**config.mk**
```make
export PLATFORM = sky130hd
export DESIGN_NAME = rsmh_slave_flat
export DESIGN_NICKNAME = d
export VERILOG_FILES = /design/src/logic/rsmh_pkg.sv /design/src/logic/rsmh_link_if.sv /design/src/logic/rsmh_pair_buf.sv /design/src/logic/rsmh_slave.sv /design/src/flat_wrapper.sv
export SDC_FILE = /design/constraint.sdc
export NUM_CORES = 1
export LEC_CHECK = 0
export ABC_AREA = 1
export BUFFER_PORTS_ARGS = -buffer_cell sky130_fd_sc_hd__buf_2
export CORE_AREA = 2 2 224 226
export CTS_CLUSTER_SIZE = 20
export DETAILED_ROUTE_END_ITERATION = 6
export DIE_AREA = 0 0 226 228
export HOLD_SLACK_MARGIN = 0.06
export PLACE_DENSITY_LB_ADDON = 0.2
export SYNTH_ARGS = -nofsm -noshare
export SYNTH_HDL_FRONTEND = slang
export SYNTH_SLANG_ARGS = --single-unit
```
**constraint.sdc**
```tcl
create_clock -name mclk -period 5.3 [get_ports mclk]
set_clock_uncertainty 0.15 [all_clocks]
set_input_delay 0.795 -clock mclk [delete_from_list [all_inputs] [get_ports mclk]]
set_output_delay 0.795 -clock mclk [all_outputs]
set_load 0.05 [all_outputs]
```
**src/logic/rsmh_pkg.sv**
```systemverilog
// Shared constants and CRC helper for the RTU message handler
package rsmh_pkg;
   localparam int unsigned CLK_MHZ = 250;
   localparam longint unsigned BIT_RATE_BPS = 19200;
   localparam longint unsigned CHAR_BITS = 11;
   localparam longint unsigned SILENCE_CHARS_X10 = 35;
   localparam longint unsigned SILENCE_NS =
      (SILENCE_CHARS_X10 * CHAR_BITS * 64'd1000000000 + 64'd10 * BIT_RATE_BPS - 64'd1) / (64'd10 * BIT_RATE_BPS);
   localparam int unsigned SILENCE_CYC = int'((SILENCE_NS * CLK_MHZ + 64'd999) / 64'd1000);
   localparam longint unsigned RESP_LIMIT_MS = 50;
   localparam int unsigned RESP_CYC = int'(RESP_LIMIT_MS * CLK_MHZ * 64'd1000);
   localparam int unsigned CNT_W = 24;
   localparam logic [7:0] ADDR_BCAST = 8'h00;
   localparam logic [7:0] ADDR_MAX = 8'hF7;
   localparam logic [7:0] FN_READ = 8'h03;
   localparam logic [7:0] FN_WRITE = 8'h06;
   localparam logic [7:0] FN_DIAG = 8'h08;
   localparam logic [7:0] EXC_BIT = 8'h80;
   localparam logic [7:0] EXC_ILL_FN = 8'h01;
   localparam logic [7:0] EXC_ILL_ADDR = 8'h02;
   localparam logic [7:0] EXC_ILL_DATA = 8'h03;
   localparam logic [15:0] CRC_INIT = 16'hFFFF;
   localparam logic [15:0] CRC_POLY = 16'hA001;
   localparam logic [15:0] DIAG_ECHO = 16'h0000;
   localparam logic [15:0] RESET_REG = 16'h0FFF;
   localparam logic [15:0] MAX_READ = 16'h007D;
   localparam int unsigned REG_COUNT = 16;
   localparam logic [3:0] QUERY_LEN = 4'h8;
   localparam logic [3:0] MIN_LEN = 4'h4;
   localparam logic [7:0] ECHO_LEN = 8'h06;
   localparam logic [7:0] EXC_LEN = 8'h03;
   localparam logic [7:0] READ_HDR = 8'h03;
   localparam logic [2:0] ST_OK = 3'h0;
   localparam logic [2:0] ST_EXC = 3'h1;
   localparam logic [2:0] ST_BAD = 3'h2;
   localparam logic [2:0] ST_NONE = 3'h3;
   localparam logic [2:0] ST_REFUSED = 3'h4;

   function automatic logic [15:0] crc16_next(input logic [15:0] crc, input logic [7:0] data);
      logic [15:0] c;
      c = crc ^ {8'h00, data};
      for (int i = 0; i < 8; i++) begin
         c = c[0] ? ((c >> 1) ^ CRC_POLY) : (c >> 1);
      end
      return c;
   endfunction
endpackage

```
**src/logic/rsmh_link_if.sv**
```systemverilog
// Byte-level half-duplex link between master and slave ends
`timescale 1ns/1ps
`default_nettype none
interface rsmh_link_if;
   logic [7:0] qByte;
   logic qStb;
   logic qErr;
   logic [7:0] rByte;
   logic rValid;
   logic rReady;
   modport master(output qByte, output qStb, output qErr, input rByte, input rValid, output rReady);
   modport slave(input qByte, input qStb, input qErr, output rByte, output rValid, input rReady);
endinterface
`default_nettype wire

```
**src/logic/rsmh_pair_buf.sv**
```systemverilog
// Two-entry valid/ready byte buffer
`timescale 1ns/1ps
`default_nettype none
module rsmh_pair_buf (
   input wire logic mclk,
   input wire logic rst_n,
   input wire logic [7:0] inData,
   input wire logic inValid,
   output logic inReady,
   output logic [7:0] outData,
   output logic outValid,
   input wire logic outReady
);
   logic [7:0] slot_reg [2];
   logic [1:0] count_reg;
   logic push;
   logic pop;

   assign inReady = (count_reg != 2'h2);
   assign outValid = (count_reg != 2'h0);
   assign outData = slot_reg[0];
   assign push = inValid && inReady;
   assign pop = outValid && outReady;

   always_ff @(posedge mclk or negedge rst_n) begin
      if (!rst_n) begin
         count_reg <= 2'h0;
      end else begin
         count_reg <= count_reg + 2'(push) - 2'(pop);
      end
   end

   always_ff @(posedge mclk or negedge rst_n) begin
      if (!rst_n) begin
         slot_reg[0] <= 8'h00;
         slot_reg[1] <= 8'h00;
      end else begin
         if (pop) begin
            slot_reg[0] <= (count_reg == 2'h2) ? slot_reg[1] : inData;
         end else if (push && count_reg == 2'h0) begin
            slot_reg[0] <= inData;
         end
         if (push && ((count_reg == 2'h1 && !pop) || (count_reg == 2'h2))) begin
            slot_reg[1] <= inData;
         end
      end
   end
endmodule
`default_nettype wire

```
**src/logic/rsmh_slave.sv**
```systemverilog
// Slave end: frames queries, checks them, executes and answers
//
// Behaviour
// Address byte 0..247, 0 is broadcast
// Reply address equals query address
// Station number setting is own address
// Master sends function code 1..255
// Support 03, 06, 08; others get error
// Normal reply copies function code
// Error reply sets bit 7, code in data
// Read and diagnostics never broadcast
// Single register write runs on broadcast
// 3.5 character silence delimits a message
// Address, function, data, CRC in order
// Execute query then send normal reply
// Bad function, address or data: error reply
// No reply on receive or CRC error
// Broadcast executes without any reply
// Broadcast ignores own station number
// Slave transmits only answering a query
// Fast requests processed under 20 ms
// Parameter requests processed under 50 ms
// Reset command produces no answer
// CRC low byte sent before high
// Recompute CRC on receive, mismatch is error
// Eight data bits per character
`timescale 1ns/1ps
`default_nettype none
module rsmh_slave #(
   parameter int unsigned SILENCE_CYC = rsmh_pkg::SILENCE_CYC
) (
   input wire logic mclk,
   input wire logic rst_n,
   rsmh_link_if.slave link,
   input wire logic [7:0] stationNumberSetting,
   output logic regWrStb,
   output logic [15:0] regWrAddr,
   output logic [15:0] regWrData,
   output logic resetCmd,
   output logic [15:0] errCount
);
   typedef enum logic [1:0] {S_RX, S_EVAL, S_TX} rsmh_sst_t;
   typedef enum logic [1:0] {K_ECHO, K_READ, K_EXC} rsmh_kind_t;

   localparam logic [rsmh_pkg::CNT_W-1:0] SIL = rsmh_pkg::CNT_W'(SILENCE_CYC);

   rsmh_sst_t state_reg;
   rsmh_kind_t kind_reg;
   logic [7:0] rxBuf_reg [rsmh_pkg::QUERY_LEN];
   logic [15:0] holdReg_reg [rsmh_pkg::REG_COUNT];
   logic [3:0] rxCnt_reg;
   logic rxOvf_reg;
   logic rxErr_reg;
   logic rxActive_reg;
   logic [15:0] rxCrc_reg;
   logic [rsmh_pkg::CNT_W-1:0] idle_reg;
   logic [7:0] txIdx_reg;
   logic [7:0] txLen_reg;
   logic [7:0] excCode_reg;
   logic [15:0] txCrc_reg;
   logic [3:0] start_reg;
   logic regWrStb_reg;
   logic [15:0] regWrAddr_reg;
   logic [15:0] regWrData_reg;
   logic resetCmd_reg;
   logic [15:0] errCount_reg;

   logic rxTake;
   logic frameEnd;
   logic frameOk;
   logic bcast;
   logic mine;
   logic [15:0] w0;
   logic [15:0] w1;
   logic evReply;
   logic evWrite;
   logic evReset;
   rsmh_kind_t evKind;
   logic [7:0] evCode;
   logic [7:0] evLen;
   logic [7:0] txByte;
   logic [15:0] rdWord;
   logic [7:0] rdOff;
   logic bufInReady;
   logic txPush;

   assign regWrStb = regWrStb_reg;
   assign regWrAddr = regWrAddr_reg;
   assign regWrData = regWrData_reg;
   assign resetCmd = resetCmd_reg;
   assign errCount = errCount_reg;

   // Ignore line while answering
   assign rxTake = link.qStb && state_reg == S_RX && !link.rValid;
   // Silence ends the message
   assign frameEnd = state_reg == S_RX && rxActive_reg && idle_reg == SIL;
   // Residual zero means CRC matched
   assign frameOk = !rxErr_reg && !rxOvf_reg && rxCnt_reg >= rsmh_pkg::MIN_LEN && rxCrc_reg == 16'h0000;
   // Broadcast independent of station
   assign bcast = rxBuf_reg[0] == rsmh_pkg::ADDR_BCAST;
   // Match own station number
   assign mine = rxBuf_reg[0] == stationNumberSetting && rxBuf_reg[0] <= rsmh_pkg::ADDR_MAX;
   // Fixed field positions
   assign w0 = {rxBuf_reg[2], rxBuf_reg[3]};
   assign w1 = {rxBuf_reg[4], rxBuf_reg[5]};

   always_comb begin
      evReply = 1'b0;
      evWrite = 1'b0;
      evReset = 1'b0;
      evKind = K_EXC;
      evCode = rsmh_pkg::EXC_ILL_DATA;
      evLen = rsmh_pkg::EXC_LEN;
      // Own address or broadcast only
      if (frameOk && (bcast || mine)) begin
         // Broadcast never replies
         evReply = !bcast;
         case (rxBuf_reg[1])
            rsmh_pkg::FN_READ: begin
               // Broadcast read dropped
               evReply = !bcast;
               if (rxCnt_reg != rsmh_pkg::QUERY_LEN || w1 == 16'h0000 || w1 > rsmh_pkg::MAX_READ) begin
                  evCode = rsmh_pkg::EXC_ILL_DATA;
               end else if ({1'b0, w0} + {1'b0, w1} > 17'(rsmh_pkg::REG_COUNT)) begin
                  evCode = rsmh_pkg::EXC_ILL_ADDR;
               end else begin
                  evKind = K_READ;
                  evLen = rsmh_pkg::READ_HDR + 8'({w1[6:0], 1'b0});
               end
            end
            rsmh_pkg::FN_WRITE: begin
               if (rxCnt_reg != rsmh_pkg::QUERY_LEN) begin
                  evCode = rsmh_pkg::EXC_ILL_DATA;
               end else if (w0 == rsmh_pkg::RESET_REG) begin
                  // Reset runs silently
                  evReset = 1'b1;
                  evReply = 1'b0;
               end else if (w0 >= 16'(rsmh_pkg::REG_COUNT)) begin
                  // Bad register address
                  evCode = rsmh_pkg::EXC_ILL_ADDR;
               end else begin
                  // Write also on broadcast
                  evWrite = 1'b1;
                  evKind = K_ECHO;
                  evLen = rsmh_pkg::ECHO_LEN;
               end
            end
            rsmh_pkg::FN_DIAG: begin
               if (rxCnt_reg == rsmh_pkg::QUERY_LEN && w0 == rsmh_pkg::DIAG_ECHO) begin
                  evKind = K_ECHO;
                  evLen = rsmh_pkg::ECHO_LEN;
               end
            end
            default: begin
               // Unsupported function
               evCode = rsmh_pkg::EXC_ILL_FN;
            end
         endcase
      end
   end

   assign rdOff = txIdx_reg - rsmh_pkg::READ_HDR;
   assign rdWord = holdReg_reg[start_reg + rdOff[4:1]];

   always_comb begin
      txByte = 8'h00;
      if (txIdx_reg == txLen_reg) begin
         // CRC low byte first
         txByte = txCrc_reg[7:0];
      end else if (txIdx_reg > txLen_reg) begin
         txByte = txCrc_reg[15:8];
      end else if (txIdx_reg == 8'h00) begin
         // Echo query address
         txByte = rxBuf_reg[0];
      end else if (txIdx_reg == 8'h01) begin
         // Function copy or flagged
         txByte = (kind_reg == K_EXC) ? (rxBuf_reg[1] | rsmh_pkg::EXC_BIT) : rxBuf_reg[1];
      end else if (kind_reg == K_ECHO) begin
         txByte = rxBuf_reg[txIdx_reg[2:0]];
      end else if (kind_reg == K_EXC) begin
         txByte = excCode_reg;
      end else if (txIdx_reg == 8'h02) begin
         txByte = txLen_reg - rsmh_pkg::READ_HDR;
      end else begin
         txByte = rdOff[0] ? rdWord[7:0] : rdWord[15:8];
      end
   end

   assign txPush = state_reg == S_TX && bufInReady;

   // Silence counter
   always_ff @(posedge mclk or negedge rst_n) begin
      if (!rst_n) begin
         idle_reg <= '0;
      end else if (rxTake || txPush) begin
         idle_reg <= '0;
      end else if (idle_reg != SIL) begin
         idle_reg <= idle_reg + 1'b1;
      end
   end

   // One byte per character
   always_ff @(posedge mclk or negedge rst_n) begin
      if (!rst_n) begin
         rxCnt_reg <= 4'h0;
         rxOvf_reg <= 1'b0;
         rxErr_reg <= 1'b0;
         rxActive_reg <= 1'b0;
         rxCrc_reg <= rsmh_pkg::CRC_INIT;
         for (int i = 0; i < rsmh_pkg::QUERY_LEN; i++) begin
            rxBuf_reg[i] <= 8'h00;
         end
      end else if (rxTake) begin
         rxActive_reg <= 1'b1;
         // Receive error poisons frame
         rxErr_reg <= rxErr_reg | link.qErr;
         // Running CRC
         rxCrc_reg <= rsmh_pkg::crc16_next(rxCrc_reg, link.qByte);
         if (rxCnt_reg == rsmh_pkg::QUERY_LEN) begin
            rxOvf_reg <= 1'b1;
         end else begin
            rxBuf_reg[rxCnt_reg[2:0]] <= link.qByte;
            rxCnt_reg <= rxCnt_reg + 4'h1;
         end
      end else if (state_reg == S_EVAL) begin
         rxCnt_reg <= 4'h0;
         rxOvf_reg <= 1'b0;
         rxErr_reg <= 1'b0;
         rxActive_reg <= 1'b0;
         rxCrc_reg <= rsmh_pkg::CRC_INIT;
      end
   end

   // Evaluate one cycle after silence
   always_ff @(posedge mclk or negedge rst_n) begin
      if (!rst_n) begin
         state_reg <= S_RX;
      end else begin
         unique case (state_reg)
            S_RX: begin
               if (frameEnd) begin
                  state_reg <= S_EVAL;
               end
            end
            S_EVAL: begin
               // Errors end silently
               state_reg <= evReply ? S_TX : S_RX;
            end
            S_TX: begin
               if (txPush && txIdx_reg > txLen_reg) begin
                  state_reg <= S_RX;
               end
            end
         endcase
      end
   end

   always_ff @(posedge mclk or negedge rst_n) begin
      if (!rst_n) begin
         kind_reg <= K_EXC;
         excCode_reg <= 8'h00;
         txLen_reg <= 8'h00;
         txIdx_reg <= 8'h00;
         txCrc_reg <= rsmh_pkg::CRC_INIT;
         start_reg <= 4'h0;
      end else if (state_reg == S_EVAL) begin
         kind_reg <= evKind;
         excCode_reg <= evCode;
         txLen_reg <= evLen;
         txIdx_reg <= 8'h00;
         txCrc_reg <= rsmh_pkg::CRC_INIT;
         start_reg <= w0[3:0];
      end else if (txPush) begin
         txIdx_reg <= txIdx_reg + 8'h01;
         if (txIdx_reg < txLen_reg) begin
            txCrc_reg <= rsmh_pkg::crc16_next(txCrc_reg, txByte);
         end
      end
   end

   // Execute write and reset
   always_ff @(posedge mclk or negedge rst_n) begin
      if (!rst_n) begin
         regWrStb_reg <= 1'b0;
         regWrAddr_reg <= 16'h0000;
         regWrData_reg <= 16'h0000;
         resetCmd_reg <= 1'b0;
         for (int i = 0; i < rsmh_pkg::REG_COUNT; i++) begin
            holdReg_reg[i] <= 16'h0000;
         end
      end else begin
         regWrStb_reg <= state_reg == S_EVAL && evWrite;
         resetCmd_reg <= state_reg == S_EVAL && evReset;
         if (state_reg == S_EVAL && evWrite) begin
            regWrAddr_reg <= w0;
            regWrData_reg <= w1;
            holdReg_reg[w0[3:0]] <= w1;
         end
      end
   end

   always_ff @(posedge mclk or negedge rst_n) begin
      if (!rst_n) begin
         errCount_reg <= 16'h0000;
      end else if (state_reg == S_EVAL && !frameOk && errCount_reg != 16'hFFFF) begin
         errCount_reg <= errCount_reg + 16'h0001;
      end
   end

   rsmh_pair_buf txBuf (
      .mclk(mclk),
      .rst_n(rst_n),
      .inData(txByte),
      .inValid(state_reg == S_TX),
      .inReady(bufInReady),
      .outData(link.rByte),
      .outValid(link.rValid),
      .outReady(link.rReady)
   );
endmodule
`default_nettype wire

```
**src/flat_wrapper.sv**
```systemverilog
// flat-port wrapper written by rule: the top's interface ports become plain ports
module rsmh_slave_flat 
#(
   parameter int unsigned SILENCE_CYC = rsmh_pkg::SILENCE_CYC
)
  (mclk, rst_n, stationNumberSetting, regWrStb, regWrAddr, regWrData, resetCmd, errCount, link_qByte, link_qStb, link_qErr, link_rByte, link_rValid, link_rReady);
  rsmh_link_if link_i ();
  input wire logic mclk;
  input wire logic rst_n;
  input wire logic [7:0] stationNumberSetting;
  output logic regWrStb;
  output logic [15:0] regWrAddr;
  output logic [15:0] regWrData;
  output logic resetCmd;
  output logic [15:0] errCount;
  input wire logic [$bits(link_i.qByte)-1:0] link_qByte;
  input wire logic [$bits(link_i.qStb)-1:0] link_qStb;
  input wire logic [$bits(link_i.qErr)-1:0] link_qErr;
  output wire logic [$bits(link_i.rByte)-1:0] link_rByte;
  output wire logic [$bits(link_i.rValid)-1:0] link_rValid;
  input wire logic [$bits(link_i.rReady)-1:0] link_rReady;
  assign link_i.qByte = link_qByte;
  assign link_i.qStb = link_qStb;
  assign link_i.qErr = link_qErr;
  assign link_rByte = link_i.rByte;
  assign link_rValid = link_i.rValid;
  assign link_i.rReady = link_rReady;
  rsmh_slave #(.SILENCE_CYC(SILENCE_CYC)) u_core (.mclk(mclk), .rst_n(rst_n), .link(link_i), .stationNumberSetting(stationNumberSetting), .regWrStb(regWrStb), .regWrAddr(regWrAddr), .regWrData(regWrData), .resetCmd(resetCmd), .errCount(errCount));
endmodule
```
# Yosys cells after proc, flatten, opt, wreduce, memory -nomap -nowiden
# Cells that the tools add are included.
# word_totals
output_inout_bits	59
regBits	483
in_bits	21
word_cells	265
# classes
n_bitwise	24
magnitude_cmp	13
add_sub_neg	11
reduce_logical	52
muxes	97
eq_ne	23
# ops
cell	n
2-to-1 mux 16 bit	24
bitwise mux 256 bit	1
2-to-1 mux 8 bit	26
binary-select mux 16 bit (select 4 bit)	1
bitwise mux 64 bit	1
demux 16 bit (select 4 bit)	1
zero test 16 bit	3
2-to-1 mux 24 bit	2
NOT 2 -> 3 bit	16
case mux 8 bit (3 select lines)	2
XOR 16 x 8 -> 16 bit	2
adder 24 x 1 -> 24 bit, second input constant	1
binary-select mux 8 bit (select 3 bit)	1
demux 8 bit (select 3 bit)	1
equality test 24 x 19 -> 1 bit, second input constant	1
inequality test 24 x 19 -> 1 bit, second input constant	1
logical AND 1 bit	22
2-to-1 mux 1 bit	20
2-to-1 mux 2 bit	10
adder 16 x 16 -> 17 bit	1
greater-than comparator 17 x 5 -> 1 bit, second input constant	1
adder 16 x 1 -> 16 bit, second input constant	1
equality test 16 x 12 -> 1 bit, second input constant	1
equality test 8 x 2 -> 1 bit, second input constant	2
other kinds (42)	78

# Logic depth before layout (Yosys ltp)
# logic_depth
depth_word	34
depth_mapped	36
ltp_nobuf	34

# Modules after synthesis
# A second synthesis with hierarchy kept.
# hier_totals
hier_cells	3116
area_unflattened_um2	24249.5
# modules_own_cells
module	area_each_um2	n_inst	cells_per_inst	seq_area_each_um2
rsmh_slave	23284.8	1	2998	11527.3
rsmh_pair_buf	964.7	1	118	450.4

# Least setup slack after synthesis
# Ideal clock, no wire load.
# synth_path
path_type	flip-flop to flip-flop
start	register u_core.txIdx_reg[0]
end	register u_core.txCrc_reg[15]
arrival_ns	3.965
synth_period_minus_slack_ns	4.207
required_ns	5.058
setup_time_ns	0.092
slack_ns	1.093
n_path_buf	3
path_stages_with_launch	31
cell_sequence	dfrtp_1 > inv_1 > buf_2 > buf_1 > ha_1 > ha_1 > inv_1 > fa_1 > inv_2 > clkbuf_1 > o21ai_0 > o21ai_1 > nand2_1 > nand3_1 > nand3_1 > nand3_1 > nand3_1 > nand2_1 > nand2_1 > nand3_1 > nand2_1 > nand2_1 > nand2_1 > nand2_1 > clkinv_1 > nand3_2 > nand2_2 > nand2_2 > nand3_1 > a21oi_1 > a21oi_2
# synth_between
elab_chain_len	27
elab_cells_between_ends	45
cone_classes	2 x add/sub; 2 x order compare; 3 x eq/ne; 25 x mux; 10 x bitwise; 3 x reduce/logical
# synth_lines
item	line_no	source
start: declaration	rsmh_slave.sv:57	logic [7:0] txIdx_reg;
start signal: assignment	rsmh_slave.sv:274	txIdx_reg <= txIdx_reg + 8'h01;
subtractor 5 x 2 -> 5 bit	rsmh_slave.sv:162	assign rdOff = txIdx_reg - rsmh_pkg::READ_HDR;
adder 4 bit	rsmh_slave.sv:163	assign rdWord = holdReg_reg[start_reg + rdOff[4:1]];
NOT 4 -> 5 bit (not written as such)	rsmh_slave.sv:163	
binary-select mux 16 bit (select 4 bit)	rsmh_slave.sv:163	
2-to-1 mux 16 bit (not written as such) (2 in series)	rsmh_slave.sv:163	
2-to-1 mux 8 bit	rsmh_slave.sv:185	txByte = rdOff[0] ? rdWord[7:0] : rdWord[15:8];
2-to-1 mux 8 bit	rsmh_slave.sv:182	end else if (txIdx_reg == 8'h02) begin
2-to-1 mux 8 bit	rsmh_slave.sv:180	end else if (kind_reg == K_EXC) begin
[4 not listed]	--	
2-to-1 mux 8 bit	rsmh_slave.sv:167	if (txIdx_reg == txLen_reg) begin
XOR 16 x 8 -> 16 bit	rsmh_pkg.sv:41	c = crc ^ {8'h00, data};
2-to-1 mux 16 bit / NOT 2 -> 3 bit (equally long branches) (6 in series)	--	
NOT 2 -> 3 bit (no source line) / 2-to-1 mux 16 bit (equally long branches)	--	
2-to-1 mux 16 bit (2 in series)	rsmh_pkg.sv:43	c = c[0] ? ((c >> 1) ^ CRC_POLY) : (c >> 1);
2-to-1 mux 16 bit	rsmh_slave.sv:275	if (txIdx_reg < txLen_reg) begin
2-to-1 mux 16 bit	rsmh_slave.sv:273	end else if (txPush) begin
2-to-1 mux 16 bit	rsmh_slave.sv:266	end else if (state_reg == S_EVAL) begin
end signal: assignment	rsmh_slave.sv:264	txCrc_reg <= rsmh_pkg::CRC_INIT;
end signal: assignment	rsmh_slave.sv:271	txCrc_reg <= rsmh_pkg::CRC_INIT;
end signal: assignment	rsmh_slave.sv:276	txCrc_reg <= rsmh_pkg::crc16_next(txCrc_reg, txByte);
end: declaration	rsmh_slave.sv:60	logic [15:0] txCrc_reg;
# Parallel ways exist; a longest one is shown, timed or not. The select of a mux whose other input is x is not followed.
# A chain may end at the register's enable or synchronous reset.

# Worst setup path in the final report
# layout_path
start	register u_core.txIdx_reg[0]
end	register u_core.txCrc_reg[0]
# The elaborated chain is that of the path after synthesis.

==> metrics.log <==
INFO  metric sequential_fraction_of_the_synthesis_area = 0.493
INFO  metric die-height = around 230 um
INFO  metric setup_violations = 0
INFO  metric design.core.area = 0.0493 mm^2
INFO  metric critical_path.max_stage_delay = between 0.5 and 0.6 ns
INFO  metric power-per-cell-area = between 500 and 600 mW/mm^2
INFO  metric tritoncts = built
INFO  metric first_global_vias = ~21000
INFO  metric place_area = about 0.025 mm^2
INFO  metric place.detailed.hpwl = approximately 48000 um
INFO  metric largest_register_ffs = roughly 260
INFO  metric max_cap_viol_count = 0
INFO  metric combined_area_of_all_synthesized_cells = between 0.02 and 0.025 mm^2
INFO  metric period_share = 0.883
INFO  metric first_pass_grt_wire_length = 116000 um
INFO  metric cts-hold-fix-buffers = 0
INFO  metric type_of_the_worst_min_delay_path = in -> async
INFO  metric globalRouteTotalUtil = 0.286
INFO  metric asyncSetResetFlopFracSynth = 1.00
INFO  metric synth_ff_type = sky130_fd_sc_hd__dfrtp_1
INFO  metric design.die.area = approximately 0.05 mm^2
INFO  metric reg2reg_slack = ~0.62 ns
INFO  metric slew_violations = 0
INFO  metric die_w = 226 um
INFO  metric tritonroute_pass_1_iters = 6
INFO  metric initial_utilization = 0.492
INFO  metric max-clock-path-buffers = 3
INFO  metric wl_met3 = around 4100 um
INFO  metric critical_path_sink_type = register
INFO  metric synth.area.top_cells = sky130_fd_sc_hd__dfrtp_1 46%, sky130_fd_sc_hd__nand2_1 14%, sky130_fd_sc_hd__o21ai_0 9.7%, sky130_fd_sc_hd__nand3_1 4.5%, sky130_fd_sc_hd__dfstp_2 3.6%
INFO  metric cts.reportedPaths.clkPinSlew = about 0.060 ns
INFO  metric gpl.final_weighted_congestion = 0.972
INFO  metric cts_resized = 0
INFO  metric reg2reg_to = u_core.txCrc_reg[0]
INFO  metric clk_root_buffer_cell = sky130_fd_sc_hd__clkbuf_16
INFO  metric postSynthNetCount = ~3100
INFO  metric drt-total-wl = roughly 72000 um
INFO  metric critPathArrivalTime = just over 5 ns
INFO  metric clock_insertion_delay_worst_skew = a little over 0.6 ns
INFO  metric io_pins = 80
INFO  metric layout.cells.most_common = sky130_fd_sc_hd__nand2_1
INFO  metric areaGrowthSynthToFinish = 10.8%
INFO  metric worst-setup-path-type = reg -> reg
INFO  metric yosys.area.top_type_share = 0.458
INFO  metric detailed_route_iter0_violations = roughly 2200
INFO  metric viasPerCell = 5.61
INFO  metric crit_path_top_delay_cell = sky130_fd_sc_hd__fa_2
INFO  metric worst-slew-pin-transition = between 1 and 1.5 ns
INFO  metric power.static_leakage = 0.0126 uW
INFO  metric antenna_found_initial = 0
INFO  metric global_route.overflow_total = 0
INFO  metric grt_max_degree = between 100 and 150
INFO  metric status = finished clean
INFO  metric max-slew-margin-rel = 0.327
INFO  metric hold_viol_final = 0
INFO  metric fmaxAchievable = ~210 MHz
INFO  metric synthesis.area_per_instance = just under 8 um^2
INFO  metric design_area = around 0.027 mm^2
INFO  metric layout_min_cycle_time = 4.68 ns
INFO  metric design.final.nets = 3146
INFO  metric clock_sink_count = 477
INFO  metric drc = 0
INFO  metric rows = about 80
INFO  metric yosysUniqueCellTypes = between 50 and 60
INFO  metric dr_total_vias = ~21000
INFO  metric io_buffers = between 70 and 80
INFO  metric grt_setup_unrepaired = false
INFO  metric cts_post_setup_buffers_inserted = 0
INFO  metric cts_htree_levels = 2
INFO  metric crit_buf_inv = 4
INFO  metric critPathMostFrequentCell = sky130_fd_sc_hd__nand2_1
INFO  metric cp_top_family = simple AND/OR/NAND/NOR gates
INFO  metric antenna_left = 0
INFO  metric nFillCells = between 4000 and 5000
INFO  metric worst_ir_drop_vdd = approximately 0.39 mV
INFO  metric synth_seq_cells = 477
INFO  metric synth_top_area_cell = sky130_fd_sc_hd__dfrtp_1
INFO  metric critical_path.max_fanout = 14
INFO  metric avgRoutedWirePerCell = 19.0 um
INFO  metric cp_data_required_time = 5.70 ns
INFO  metric ys_warn_count = 0
INFO  metric synth_enable_flop_cells = 0
INFO  metric cts_buffers = between 50 and 60
INFO  metric post_route_cells_drive_above_1_share = 0.0974
INFO  metric routedLengthMet1 = around 31000 um
INFO  metric maxUsedRoutingLayer = met4
INFO  metric n_antenna_cell = 0
INFO  metric post_synth_inst_count = 3069
INFO  metric finalSetupTns = 0 ns
INFO  metric reg2reg_from = u_core.txIdx_reg[0]
INFO  metric layout_common_cells = 928 x sky130_fd_sc_hd__nand2_1, 470 x sky130_fd_sc_hd__o21ai_0, 444 x sky130_fd_sc_hd__dfrtp_1
INFO  metric critical_path.startpoint_type = register
INFO  metric reg2regPathDepth = 30
INFO  metric detailroute.wirelength.met2 = about 34000 um
[kinds of logic after synthesis]
group | count (synthesis) | synth area share
compound gates | 662 | 0.144
fa+ha+maj | 47 | 0.0248
xor+xnor | 54 | 0.0203
flops | 477 | 0.493
simple gates | 1427 | 0.247
buf+inv | 401 | 0.0703
mux | 1 | 0.000464
[per-stage QoR]
step / hold slack [ns] / utilization / worst slack (ns) / cells / power, uW
after floorplan: 0.295 / - / 1.09 / 3069 / 9110
after global placement: 0.293 / 0.509 / 0.818 / 3695 / 10700
after detailed placement: 0.297 / 0.509 / 0.725 / 3695 / 10800
after CTS: 0.126 / 0.545 / 0.709 / 3794 / 14600
after global routing: 0.163 / 0.545 / 0.274 / 3794 / 15600
final: 0.0996 / 0.545 / 0.621 / 3794 / 14600
[cell type report]
type                    count  area, um^2  share of cell area
flip-flops and latches    477       12000               0.445
multi-input cells        2191       10600               0.395
clock buffers              82        1580              0.0586
inverters                 228         862              0.0321
repair buffers            127         841              0.0313
well taps                 672         841              0.0313
clock inverters            17         186             0.00693
[synth_stat cells (3+ instances only)]
| cell | instances |
|---|---|
| sky130_fd_sc_hd__clkbuf_1 | 110 |
| sky130_fd_sc_hd__nand3_1 | 218 |
| sky130_fd_sc_hd__buf_2 | 31 |
| sky130_fd_sc_hd__o21ai_0 | 470 |
| sky130_fd_sc_hd__buf_4 | 20 |
| sky130_fd_sc_hd__o22ai_1 | 15 |
| sky130_fd_sc_hd__clkinv_1 | 6 |
| sky130_fd_sc_hd__inv_2 | 7 |
| sky130_fd_sc_hd__xnor2_1 | 17 |
| sky130_fd_sc_hd__nand2_1 | 928 |
| sky130_fd_sc_hd__o221ai_1 | 3 |
| sky130_fd_sc_hd__xor2_1 | 36 |
| sky130_fd_sc_hd__a21oi_1 | 101 |
| sky130_fd_sc_hd__dfstp_2 | 33 |
| sky130_fd_sc_hd__inv_1 | 213 |
| sky130_fd_sc_hd__o21ai_1 | 16 |
| sky130_fd_sc_hd__a211oi_1 | 3 |
| sky130_fd_sc_hd__nor2_1 | 151 |
| sky130_fd_sc_hd__dfrtp_1 | 444 |
| sky130_fd_sc_hd__o211ai_1 | 20 |
| sky130_fd_sc_hd__a31oi_1 | 8 |
| sky130_fd_sc_hd__ha_1 | 45 |
| sky130_fd_sc_hd__buf_6 | 11 |
| sky130_fd_sc_hd__a22o_1 | 5 |
| sky130_fd_sc_hd__a22oi_1 | 6 |
| sky130_fd_sc_hd__nand2_2 | 22 |
| sky130_fd_sc_hd__nor3_1 | 28 |
| sky130_fd_sc_hd__or2_2 | 9 |
| sky130_fd_sc_hd__nand4_1 | 29 |
| sky130_fd_sc_hd__nor4_1 | 27 |
| sky130_fd_sc_hd__nand3_2 | 5 |
[worst max-delay path by stage]
stage	start	endpoint	slack, ns	cells after the start
6_report	u_core.txIdx_reg[0]	u_core.txCrc_reg[0]	0.62	30
5_1_grt	u_core.txIdx_reg[0]	u_core.txCrc_reg[15]	0.27	28
4_1_cts	u_core.txIdx_reg[0]	u_core.txCrc_reg[15]	0.71	27
3_5_place_dp	u_core.txIdx_reg[0]	u_core.txCrc_reg[15]	0.73	27
3_3_place_gp	u_core.txIdx_reg[0]	u_core.txCrc_reg[15]	0.82	27
2_1_floorplan	u_core.txIdx_reg[0]	u_core.txCrc_reg[15]	1.09	30
[worst reg2reg max path, delay by kind of cell, from the launching register on]
kind	cells	cell delay, ns
buf+inv	4	0.59
simple gates	22	2.23
flops	1	0.42
compound gates	2	0.39
fa+ha+maj	2	0.81
[power breakdown]
| group | internal [uW] | switching [uW] |
|---|---|---|
| Clock | 2190 | 1540 |
| Combinational | 1980 | 4690 |
| Sequential | 3970 | 230 |
[routing by layer]
| layer | GRT usage | up-vias |
|---|---|---|
| met4 | 0.123 | 0 |
| met5 | 0 | - |
| met1 | 0.387 | 10300 |
| met3 | 0.0381 | 164 |
| li1 | - | 10100 |
| met2 | 0.461 | 694 |
(Power assumes the default switching activity.)
